### config.mk
export PLATFORM = sky130hd
export DESIGN_NAME = art_timer
export DESIGN_NICKNAME = d
export VERILOG_FILES = /design/src/inc/art_pkg.sv /design/src/rtl/art_prescaler.sv /design/src/rtl/art_timer.sv
export SDC_FILE = /design/constraint.sdc
export NUM_CORES = 1
export LEC_CHECK = 0
export BUFFER_PORTS_ARGS = -buffer_cell sky130_fd_sc_hd__buf_4
export CORE_UTILIZATION = 30
export CTS_CLUSTER_SIZE = 8
export DETAILED_ROUTE_END_ITERATION = 10
export PLACE_DENSITY = 0.56
export SLEW_MARGIN = 40
export SYNTH_ARGS = -nofsm -noshare
export SYNTH_HDL_FRONTEND = slang
export SYNTH_SLANG_ARGS = --single-unit
### constraint.sdc
create_clock -name clk_sys -period 2.5 [get_ports clk_sys]
set_input_delay 0.375 -clock clk_sys [delete_from_list [all_inputs] [get_ports clk_sys]]
set_output_delay 0.375 -clock clk_sys [all_outputs]
set_load 0.005 [all_outputs]
### src/inc/art_pkg.sv
// package of the auto-reload timer: register offsets, field positions,
// reset values and widths shared by the timer and its prescaler.
// assumes a byte-wide register port with an 8-bit address.

package art_pkg;

   // ---------------------------------------------------------------
   // widths
   // ---------------------------------------------------------------
   localparam int ART_AW       = 8;
   localparam int ART_DW       = 8;
   localparam int ART_CW       = 16;
   localparam int ART_PSW      = 3;
   localparam int ART_PCW      = 7;
   localparam int ART_NEVT     = 2;

   // ---------------------------------------------------------------
   // register offsets
   // ---------------------------------------------------------------
   localparam logic [7:0] ART_OFS_CTRL   = 8'hC4;
   localparam logic [7:0] ART_OFS_RLD_LO = 8'hC5;
   localparam logic [7:0] ART_OFS_RLD_HI = 8'hC6;
   localparam logic [7:0] ART_OFS_IEN    = 8'hC7;
   localparam logic [7:0] ART_OFS_STAT   = 8'hC8;
   localparam logic [7:0] ART_OFS_MASK   = 8'hC9;
   localparam logic [7:0] ART_OFS_CNT_LO = 8'hCA;
   localparam logic [7:0] ART_OFS_CNT_HI = 8'hCB;

   // ---------------------------------------------------------------
   // control register fields
   // ---------------------------------------------------------------
   localparam int ART_PS_LSB   = 0;
   localparam int ART_PS_MSB   = 2;
   localparam int ART_RUN_BIT  = 3;
   localparam int ART_OVF_BIT  = 4;
   localparam int ART_BAUD_CLOCK_SELECT_BIT_BIT = 5;
   localparam int ART_FRM_BIT  = 6;
   localparam int ART_DBL_BIT  = 7;

   // interrupt enable register field
   localparam int ART_TIE_BIT  = 1;

   // status / mask bit positions
   localparam int ART_EVT_OVF  = 0;
   localparam int ART_EVT_RLW  = 1;

   // ---------------------------------------------------------------
   // reset values and count constants
   // ---------------------------------------------------------------
   localparam logic [7:0]  ART_RST_BYTE = 8'h00;
   localparam logic [15:0] ART_RST_CNT  = 16'h0000;
   localparam logic [15:0] ART_CNT_MAX  = 16'hFFFF;
   localparam logic [15:0] ART_CNT_ONE  = 16'h0001;
   localparam logic [6:0]  ART_PC_ZERO  = 7'h00;
   localparam logic [6:0]  ART_PC_ONE   = 7'h01;

endpackage

### src/rtl/art_prescaler.sv
// prescaler of the auto-reload timer: a free counter on the system
// clock whose low bits, selected by the prescale code, form the tick.
// assumes the caller holds run low to clear it while the timer halts.
`timescale 1ns/1ps

module art_prescaler #(
   parameter int PSW = art_pkg::ART_PSW,   // prescale code width
   parameter int PCW = art_pkg::ART_PCW    // divider counter width
) (
   input  wire logic           clk_sys,    // system clock
   input  wire logic           sys_rst,    // sync reset, high
   input  wire logic           run,        // timer running
   input  wire logic [PSW-1:0] sel,        // divide by 2**sel
   output logic                tick        // one-cycle count pulse
);
   import art_pkg::*;

   logic [PCW-1:0] div_ff;
   logic [PCW-1:0] nxt_div;
   logic [PCW-1:0] sel_mask;

   // ---------------------------------------------------------------
   // tick decode
   // ---------------------------------------------------------------
   // mask of the low sel bits; all-ones there marks the last count,
   // so code 0 ticks every cycle and code 7 every 128 cycles
   always_comb begin
      sel_mask = PCW'((PCW'(ART_PC_ONE) << sel) - PCW'(ART_PC_ONE));
      tick     = run && ((div_ff & sel_mask) == sel_mask);
   end

   // ---------------------------------------------------------------
   // divider counter
   // ---------------------------------------------------------------
   // cleared while halted so the first period after start is whole
   always_comb begin
      if (!run) begin
         nxt_div = PCW'(ART_PC_ZERO);
      end else if (tick) begin
         nxt_div = PCW'(ART_PC_ZERO);
      end else begin
         nxt_div = PCW'(div_ff + PCW'(ART_PC_ONE));
      end
   end

   always_ff @(posedge clk_sys) begin
      if (sys_rst) begin
         div_ff <= PCW'(ART_PC_ZERO);
      end else begin
         div_ff <= nxt_div;
      end
   end

endmodule

### src/rtl/art_timer.sv
// 16-bit up-counting timer with automatic reload, a prescaler, an
// overflow flag with interrupt request and a baud tick for the uarts.
// assumes a single-cycle byte register port on the system clock and a
// one-cycle pulse from the cpu when it enters the timer service routine.
//
// Added by the designer: the strobed register port.
`timescale 1ns/1ps

module art_timer #(
   parameter int CW   = art_pkg::ART_CW,     // counter width
   parameter int NEVT = art_pkg::ART_NEVT    // status event count
) (
   input  wire logic                      clk_sys,     // system clock
   input  wire logic                      sys_rst,     // sync reset
   input  wire logic [art_pkg::ART_AW-1:0] reg_addr,   // register address
   input  wire logic [art_pkg::ART_DW-1:0] reg_wdata,  // write data
   input  wire logic                      reg_wr,      // write strobe
   input  wire logic                      reg_rd,      // read strobe
   output logic      [art_pkg::ART_DW-1:0] reg_rdata,  // read data, +1
   input  wire logic                      isr_enter,   // cpu enters isr
   output logic                           timer_irq,   // timer request
   output logic                           irq,         // status irq
   output logic                           baud_tick,   // overflow pulse
   output logic                           serial_double_rate_bit, // bit 7
   output logic                           serial_framing_select_bit, // bit 6
   output logic                           baud_clock_select_bit // bit 5
);
   import art_pkg::*;

   // ---------------------------------------------------------------
   // storage
   // ---------------------------------------------------------------
   logic [ART_PSW-1:0] prescale_select_ff;
   logic               run_control_bit_ff;
   logic               overflow_flag_ff;
   logic [2:0]         serial_bits_ff;
   logic [ART_DW-1:0]  reload_low_byte_ff;
   logic [ART_DW-1:0]  reload_high_byte_ff;
   logic               timer_interrupt_enable_ff;
   logic [NEVT-1:0]    stat_ff;
   logic [NEVT-1:0]    mask_ff;
   logic [CW-1:0]      count_ff;
   logic [ART_DW-1:0]  rdata_ff;
   logic               timer_irq_ff;
   logic               irq_ff;
   logic               baud_tick_ff;

   // next values and decodes
   logic               nxt_overflow_flag;
   logic [CW-1:0]      nxt_count;
   logic [NEVT-1:0]    nxt_stat;
   logic [NEVT-1:0]    evt;
   logic [ART_DW-1:0]  nxt_rdata;
   logic               wr_ctrl;
   logic               wr_rld_lo;
   logic               wr_rld_hi;
   logic               wr_ien;
   logic               wr_stat;
   logic               wr_mask;
   logic               step;
   logic               wrap;
   logic [CW-1:0]      reload_value;

   // ---------------------------------------------------------------
   // write decode
   // ---------------------------------------------------------------
   // one decode per writable register; an unmapped write touches nothing
   always_comb begin
      wr_ctrl   = reg_wr && (reg_addr == ART_OFS_CTRL);
      wr_rld_lo = reg_wr && (reg_addr == ART_OFS_RLD_LO);
      wr_rld_hi = reg_wr && (reg_addr == ART_OFS_RLD_HI);
      wr_ien    = reg_wr && (reg_addr == ART_OFS_IEN);
      wr_stat   = reg_wr && (reg_addr == ART_OFS_STAT);
      wr_mask   = reg_wr && (reg_addr == ART_OFS_MASK);
   end

   // ---------------------------------------------------------------
   // prescaler
   // ---------------------------------------------------------------
   // the divider runs only with the run bit; halting clears it
   art_prescaler #(
      .PSW (ART_PSW),
      .PCW (ART_PCW)
   ) u_prescaler (
      .clk_sys (clk_sys),
      .sys_rst (sys_rst),
      .run     (run_control_bit_ff),
      .sel     (prescale_select_ff),
      .tick    (step)
   );

   // ---------------------------------------------------------------
   // control register
   // ---------------------------------------------------------------
   // prescale, run and the three uart bits are plain storage
   always_ff @(posedge clk_sys) begin
      if (sys_rst) begin
         prescale_select_ff <= ART_PSW'(ART_RST_BYTE);
         run_control_bit_ff <= 1'b0;
         serial_bits_ff     <= 3'(ART_RST_BYTE);
      end else if (wr_ctrl) begin
         prescale_select_ff <= reg_wdata[ART_PS_MSB:ART_PS_LSB];
         run_control_bit_ff <= reg_wdata[ART_RUN_BIT];
         serial_bits_ff     <= reg_wdata[ART_DBL_BIT:ART_BAUD_CLOCK_SELECT_BIT_BIT];
      end
   end

   // ---------------------------------------------------------------
   // reload bytes
   // ---------------------------------------------------------------
   // written regardless of run; software keeps writes to halted
   // periods, otherwise the next reload may see a torn value
   always_ff @(posedge clk_sys) begin
      if (sys_rst) begin
         reload_low_byte_ff <= ART_RST_BYTE;
      end else if (wr_rld_lo) begin
         reload_low_byte_ff <= reg_wdata;
      end
   end

   always_ff @(posedge clk_sys) begin
      if (sys_rst) begin
         reload_high_byte_ff <= ART_RST_BYTE;
      end else if (wr_rld_hi) begin
         reload_high_byte_ff <= reg_wdata;
      end
   end

   assign reload_value = {reload_high_byte_ff, reload_low_byte_ff};

   // ---------------------------------------------------------------
   // counter
   // ---------------------------------------------------------------
   // steps only on a prescaler pulse, which never comes while halted;
   // at the top it takes the reload value instead of wrapping to zero
   always_comb begin
      wrap = step && (count_ff == CW'(ART_CNT_MAX));
      if (wrap) begin
         nxt_count = reload_value;
      end else if (step && run_control_bit_ff) begin
         nxt_count = CW'(count_ff + CW'(ART_CNT_ONE));
      end else begin
         nxt_count = count_ff;
      end
   end

   always_ff @(posedge clk_sys) begin
      if (sys_rst) begin
         count_ff <= CW'(ART_RST_CNT);
      end else begin
         count_ff <= nxt_count;
      end
   end

   // ---------------------------------------------------------------
   // overflow flag
   // ---------------------------------------------------------------
   // a software write or the isr entry may clear it, but an overflow
   // in the same cycle wins so that no overflow is ever lost
   always_comb begin
      nxt_overflow_flag = overflow_flag_ff;
      if (isr_enter) begin
         nxt_overflow_flag = 1'b0;
      end
      if (wr_ctrl) begin
         nxt_overflow_flag = reg_wdata[ART_OVF_BIT];
      end
      if (wrap) begin
         nxt_overflow_flag = 1'b1;
      end
   end

   always_ff @(posedge clk_sys) begin
      if (sys_rst) begin
         overflow_flag_ff <= 1'b0;
      end else begin
         overflow_flag_ff <= nxt_overflow_flag;
      end
   end

   // ---------------------------------------------------------------
   // timer interrupt enable
   // ---------------------------------------------------------------
   always_ff @(posedge clk_sys) begin
      if (sys_rst) begin
         timer_interrupt_enable_ff <= 1'b0;
      end else if (wr_ien) begin
         timer_interrupt_enable_ff <= reg_wdata[ART_TIE_BIT];
      end
   end

   // request follows the next flag so it carries no extra cycle of lag
   always_ff @(posedge clk_sys) begin
      if (sys_rst) begin
         timer_irq_ff <= 1'b0;
      end else if (wr_ien) begin
         timer_irq_ff <= nxt_overflow_flag && reg_wdata[ART_TIE_BIT];
      end else begin
         timer_irq_ff <= nxt_overflow_flag &&
                         timer_interrupt_enable_ff;
      end
   end

   // ---------------------------------------------------------------
   // event status and mask
   // ---------------------------------------------------------------
   // events: overflow, and a reload byte written while running
   always_comb begin
      evt              = '0;
      evt[ART_EVT_OVF] = wrap;
      evt[ART_EVT_RLW] = (wr_rld_lo || wr_rld_hi) &&
                         run_control_bit_ff;
   end

   // sticky bits, write one to clear; a new event beats the clear
   genvar gi;
   generate
      for (gi = 0; gi < NEVT; gi++) begin : g_stat
         always_comb begin
            if (evt[gi]) begin
               nxt_stat[gi] = 1'b1;
            end else if (wr_stat && reg_wdata[gi]) begin
               nxt_stat[gi] = 1'b0;
            end else begin
               nxt_stat[gi] = stat_ff[gi];
            end
         end
      end
   endgenerate

   always_ff @(posedge clk_sys) begin
      if (sys_rst) begin
         stat_ff <= NEVT'(ART_RST_BYTE);
      end else begin
         stat_ff <= nxt_stat;
      end
   end

   always_ff @(posedge clk_sys) begin
      if (sys_rst) begin
         mask_ff <= NEVT'(ART_RST_BYTE);
      end else if (wr_mask) begin
         mask_ff <= reg_wdata[NEVT-1:0];
      end
   end

   // level output, high while any unmasked status bit stands
   always_ff @(posedge clk_sys) begin
      if (sys_rst) begin
         irq_ff <= 1'b0;
      end else if (wr_mask) begin
         irq_ff <= |(nxt_stat & reg_wdata[NEVT-1:0]);
      end else begin
         irq_ff <= |(nxt_stat & mask_ff);
      end
   end

   // ---------------------------------------------------------------
   // baud tick
   // ---------------------------------------------------------------
   // one pulse per overflow; the uarts pick it by their own select bit
   always_ff @(posedge clk_sys) begin
      if (sys_rst) begin
         baud_tick_ff <= 1'b0;
      end else begin
         baud_tick_ff <= wrap;
      end
   end

   // ---------------------------------------------------------------
   // read path
   // ---------------------------------------------------------------
   // data stand one cycle after the strobe and read as zero otherwise
   always_comb begin
      nxt_rdata = ART_RST_BYTE;
      if (reg_rd) begin
         case (reg_addr)
            ART_OFS_CTRL: begin
               nxt_rdata = {serial_bits_ff, overflow_flag_ff,
                            run_control_bit_ff, prescale_select_ff};
            end
            ART_OFS_RLD_LO: begin
               nxt_rdata = reload_low_byte_ff;
            end
            ART_OFS_RLD_HI: begin
               nxt_rdata = reload_high_byte_ff;
            end
            ART_OFS_IEN: begin
               nxt_rdata[ART_TIE_BIT] = timer_interrupt_enable_ff;
            end
            ART_OFS_STAT: begin
               nxt_rdata[NEVT-1:0] = stat_ff;
            end
            ART_OFS_MASK: begin
               nxt_rdata[NEVT-1:0] = mask_ff;
            end
            ART_OFS_CNT_LO: begin
               nxt_rdata = count_ff[ART_DW-1:0];
            end
            ART_OFS_CNT_HI: begin
               nxt_rdata = count_ff[CW-1:ART_DW];
            end
            default: begin
               nxt_rdata = ART_RST_BYTE;
            end
         endcase
      end
   end

   always_ff @(posedge clk_sys) begin
      if (sys_rst) begin
         rdata_ff <= ART_RST_BYTE;
      end else begin
         rdata_ff <= nxt_rdata;
      end
   end

   // ---------------------------------------------------------------
   // outputs
   // ---------------------------------------------------------------
   // all straight from flip-flops
   assign reg_rdata                 = rdata_ff;
   assign timer_irq                 = timer_irq_ff;
   assign irq                       = irq_ff;
   assign baud_tick                 = baud_tick_ff;
   assign serial_double_rate_bit    = serial_bits_ff[2];
   assign serial_framing_select_bit = serial_bits_ff[1];
   assign baud_clock_select_bit     = serial_bits_ff[0];

endmodule

* Yosys cells after proc, flatten, opt, wreduce, memory -nomap -nowiden *
Index checks and enable logic that the tools add are counted.

word-level totals
  output and inout port bits = 14
  flip-flop bits (word level) = 63
  word-level logic and storage cells = 68

operators by class
  bitwise operators = 5
  add/sub/neg operators = 3
  shifts and indexed selects = 1
  reductions and logical operators = 20
  multiplexer cells = 14
  equal/unequal tests = 10

operators with widths
  operator                                          count
  equality test 8 bit, second input constant        8
  two-way mux 16 bit                                2
  case mux 6 bit (5 select lines)                   1
  adder 16 x 1 -> 16 bit, second input constant     1
  equality test 16 bit, second input constant       1
  logical AND 1 bit                                 14
  two-way mux 1 bit                                 9
  case mux 1 bit (8 select lines)                   1
  adder 7 x 1 -> 7 bit, second input constant       1
  bitwise AND 7 bit                                 1
  equality test 7 bit                               1
  case mux 1 bit (7 select lines)                   1
  << shifter 1 x 3 -> 7 bit, first input constant   1
  subtractor 7 x 1 -> 7 bit, second input constant  1
  OR reduction 2 bit                                3
  bitwise AND 2 bit                                 2
  OR reduction 3 bit                                1
  inverter 1 bit                                    2
  nonzero test 2 bit                                1
  logical OR 1 bit                                  1

* Longest topological paths before layout *
  depth after elaboration = 10
  depth in mapped cells = 7

* Modules after synthesis *
From an unflattened synthesis, not the netlist that was laid out.

unflattened totals
  cell total of the unflattened synthesis = 373
  area total of the unflattened synthesis = 3,164.3 µm²

modules (own cells, without submodules)
  module         cells each  seq. area each (µm²)  times used  area each (µm²)
  art_timer      335         1,121.1               1           2,817.7
  art_prescaler  38          140.1                 1           346.6

* Worst setup path before layout *
OpenSTA, ideal clock, no wires.

  kind = register to register
  from = register count_ff[0]
  to = register count_ff[11]
  stages on the path, launching flop included = 8
  arrival = 1,688 ps
  path slack = 676 ps
  setup time = 136 ps
  period minus slack after synthesis = 1,824 ps
  required time = 2,364 ps
  buffers on the path = 1
  cells stage by stage = dfxtp_1 > ha_1 > inv_1 > nor4_4 > and2_4 > buf_12 > mux2i_1 > a211oi_2

on the way
  word-level cells in the longest chain between the ends = 3
  elaborated cells between the ends (all ways) = 6

ends and longest elaborated chain
  element                                                                line                                RTL
  start: declaration                                                     art_timer.sv:42                     logic [CW-1:0] count_ff;
  start signal: assignment                                               art_timer.sv:149                    count_ff <= CW'(ART_RST_CNT);
  start signal: assignment                                               art_timer.sv:151                    count_ff <= nxt_count;
  adder 16 x 1 -> 16 bit / equality test 16 bit (equally long branches)  art_timer.sv:141, art_timer.sv:137
  two-way mux 16 bit / logical AND 1 bit (equally long branches)         art_timer.sv:140, art_timer.sv:137
  two-way mux 16 bit / nonzero test 2 bit (equally long branches)        -

Parallel ways exist; a longest one is shown, timed or not. The select of a mux whose other input is x is not followed.
A chain may end at the register's enable or synchronous reset.

* Worst setup path after layout *
  from = register count_ff[2]
  to = register count_ff[13]

Same word-level chain as after synthesis.

==> flow_metrics.py <==
metrics = {
    "critical_path": {
        "critPathMaxStageDelay_ps": 650,
        "start_kind": "flop",
        "cp.buffers_inverters": 0,
        "crit_fanout": 7,
        "cp_data_required_time_ps": 2740,
        "r2r-start": "count_ff[2]",
        "endpoint": "count_ff[13]",
        "path_cells": "nand3_1 > nor4_2 > a22o_1 > a21oi_1 > o21a_1",
        "worstPathArrival_ps": 2200,
        "critPathKind": "flop to flop",
        "cp-end-kind": "flop",
        "slowest_stage": "nor4_2",
        "worstReg2RegEnd": "count_ff[13]",
        "crit_path_start": "count_ff[2]",
        "regToRegSetupSlack_ps": 530,
        "path_delay_family": "simple AND/OR/NAND/NOR gates",
        "reg2reg_depth": 5,
        "crit_cells": 5,
    },
    "power": {
        "p_leak_nw": 1.18,
        "power_density_mw_per_mm2": 518,
        "ir_drop_mv": 0.218,
    },
    "global_routing": {
        "grt.overflow.total": 0,
        "grt_pass1_vias": 2908,
        "grt_pass1_wl_mm": 14.7,
        "grt_max_degree": 49,
        "grt_util_all_layers_pct": 16.9,
        "antenna_found_initial": 0,
    },
    "floorplanning": {
        "die_height_um": 104,
        "start_util_pct": 30.8,
        "rows": 37,
        "boundaryPins": 35,
        "die_area_mm2": 0.0109,
        "core_mm2": 0.0102,
        "die_x_um": 104,
    },
    "final_layout": {
        "fillers": 1060,
        "seqCellArea_mm2": 0.00126,
        "diodes": 0,
        "final_nets": 433,
        "area_delta_synth_final_pct": 18.0,
        "multiInputGateArea_mm2": 0.00175,
        "drive_gt1_share_pct": 17.4,
    },
    "min_path": {
        "hold_path.class": "input pin to flop",
    },
    "timing": {
        "slew_viol_final": 0,
        "fin_worst_skew_ps": 7.16,
        "rsz0062_at_grt": "false",
        "post-route-period-util_pct": 78.7,
        "setup_viol": 0,
        "slew_headroom_pct": 55.5,
        "setup_slack_ps": 533,
        "maxClockFrequency_mhz": 508,
        "tns_ps": 0,
        "finalHoldViolCount": 0,
        "worst_pin_slew_ps": 662,
        "post-route-min-period_ps": 1970,
    },
    "route": {
        "wl_per_cell_um": 16.2,
        "drc_errors": 0,
        "wirelength_mm": 8.93,
        "firstDrtPassIters": 4,
        "viasPerCell": 5.43,
        "drt-initial-drc-count": 208,
        "vias": 2989,
        "ant_nets": 0,
    },
    "clocking": {
        "ctsHtreeMaxLevel": 3,
        "cts_buffers": 9,
        "ctsLongestPathBuffers": 2,
        "cts_hold_buf": 0,
        "cts_setup_buffers": 0,
        "ctsResizeCount": 0,
        "clk_pin_slew_ps": 70,
        "ctsRootBufferMaster": "clkbuf_8",
        "cts.sinks": 63,
        "cts_tree": "done",
        "clock_latency_ps": 340,
    },
    "synth": {
        "synth_ff_type": "dfxtp_1",
        "yosys-top-cells-area": "dfxtp_1 (40%), a21oi_1 (6.2%), nand2_1 (6.1%)",
        "synth_warnings": 0,
        "synth_nets": 401,
        "synthMostInstantiatedCell": "dfxtp_1",
        "synthMuxAreaShare_pct": 3.57,
        "synthesis.area_mm2": 0.00315,
        "yosys-top-cells-count": "dfxtp_1 (63), nand2_1 (51), a21oi_1 (39)",
        "synth_cell_types": 57,
        "synth_area_per_cell_um2": 8.33,
        "synth_compound_area_share_pct": 23.7,
        "synth_top_area_cell": "dfxtp_1",
        "synth_edf_count": 0,
        "synth-xor-area-share_pct": 1.39,
        "synth_top_area_share_pct": 40.0,
        "synthAdderAreaFrac_pct": 0.794,
        "ys_seq_area_share_pct": 40.0,
        "ys_seq_elements": 63,
        "async_flop_share_pct": 0,
        "yosys.area_share.simple_pct": 26.1,
        "postSynthCellCount": 378,
        "synth_top_family_by_area": "simple AND/OR/NAND/NOR gates",
    },
    "placement": {
        "hpwlAfterDp_mm": 6.49,
        "portBuffers": 34,
        "routabilityCongestion": 0.831,
        "dp_slack_ps": 426,
    },
    "flow_run": {
        "max_cap_violations": 0,
    },
    "run_status": {
        "status": "finished clean",
    },
}
-- metal layers --
layer	part of all wire, %	global-route usage [%]	vias up
met2	46	26.1	92
met5	0	0	-
met4	2.8	7.14	0
met1	47	23.0	1422
met3	4.5	3.20	22
li1	-	-	1453
-- power breakdown --
group          internal [W]  switching (W)  leakage (nW)
clock              0.000452       0.000381        0.0892
sequential          0.00100    0.000000691         0.507
combinational     0.0000323      0.0000542         0.587
-- how the worst min path moves through the flow --
stage                      startpoint                endpoint  slack (ps)  cells past startpoint
2_1_floorplan   u_prescaler.div_ff[0]   u_prescaler.div_ff[0]         440                      1
3_3_place_gp   reload_high_byte_ff[5]  reload_high_byte_ff[5]         480                      2
3_5_place_dp        serial_bits_ff[2]       serial_bits_ff[2]         480                      2
4_1_cts                  reg_wdata[5]   reload_low_byte_ff[5]         310                      3
5_1_grt                  reg_wdata[5]       serial_bits_ff[0]         320                      3
6_report                 reg_wdata[4]   reload_low_byte_ff[4]         320                      3
-- cells by family (layout without fill, tap and decap cells) --
| kind of cell | Yosys count | after routing |
|---|---|---|
| multiplexers | 10 | 10 |
| adder cells (fa/ha/maj) | 2 | 2 |
| XOR/XNOR | 5 | 5 |
| AO/OA/AOI/OAI | 113 | 113 |
| buffers and inverters | 31 | 67 |
| flip-flops | 63 | 63 |
| AND/OR/NAND/NOR | 154 | 154 |
-- flip-flops by register name (all words and copies together), names as in the netlist --
name                       flops
baud_tick                      1
timer_interrupt_enable_ff      1
stat_ff                        2
u_prescaler.div_ff             7
overflow_flag_ff               1
timer_irq                      1
serial_bits_ff                 3
reload_low_byte_ff             8
prescale_select_ff             3
reg_rdata                      8
count_ff                      16
irq                            1
reload_high_byte_ff            8
mask_ff                        2
run_control_bit_ff             1
-- through the flow --
step,hold slack [ps],instances,instance area (um2),total power (W),util [%]
4_1_cts,310,550,3720,0.00194,36.3
2_1_floorplan,444,378,3150,0.00107,-
3_3_place_gp,476,535,3540,0.00111,34.6
5_1_grt,316,550,3720,0.00199,36.3
6_report,317,550,3720,0.00192,36.3
3_5_place_dp,475,535,3540,0.00111,34.6
-- worst reg2reg max path: cells and delay by family (launching register included) --
family,cells,cell delay [ps]
simple gates,2,950
compound gates,3,470
flops,1,450
-- final cells by class --
cell class                      count  share of cell area, %
Multi-Input combinational cell    284                   47.1
Inverter                            9                  0.909
Clock inverter                      4                   1.28
Sequential cell                    63                   33.9
Tap cell                          136                   4.58
Timing Repair Buffer               43                   8.68
Clock buffer                       11                   3.53
-- layout by cell type (no fill, tap or decap), types with 7 or more instances in the layout --
cell type / count
nand2_1: 51
nor2b_1: 7
buf_4: 43
a31oi_1: 14
clkbuf_8: 9
a22oi_1: 15
o21ai_0: 11
nand3_1: 33
inv_1: 9
mux2i_1: 9
nor2_1: 22
a21oi_1: 39
and3_1: 9
dfxtp_1: 63
No activity file was read; power rests on OpenSTA's default activity.
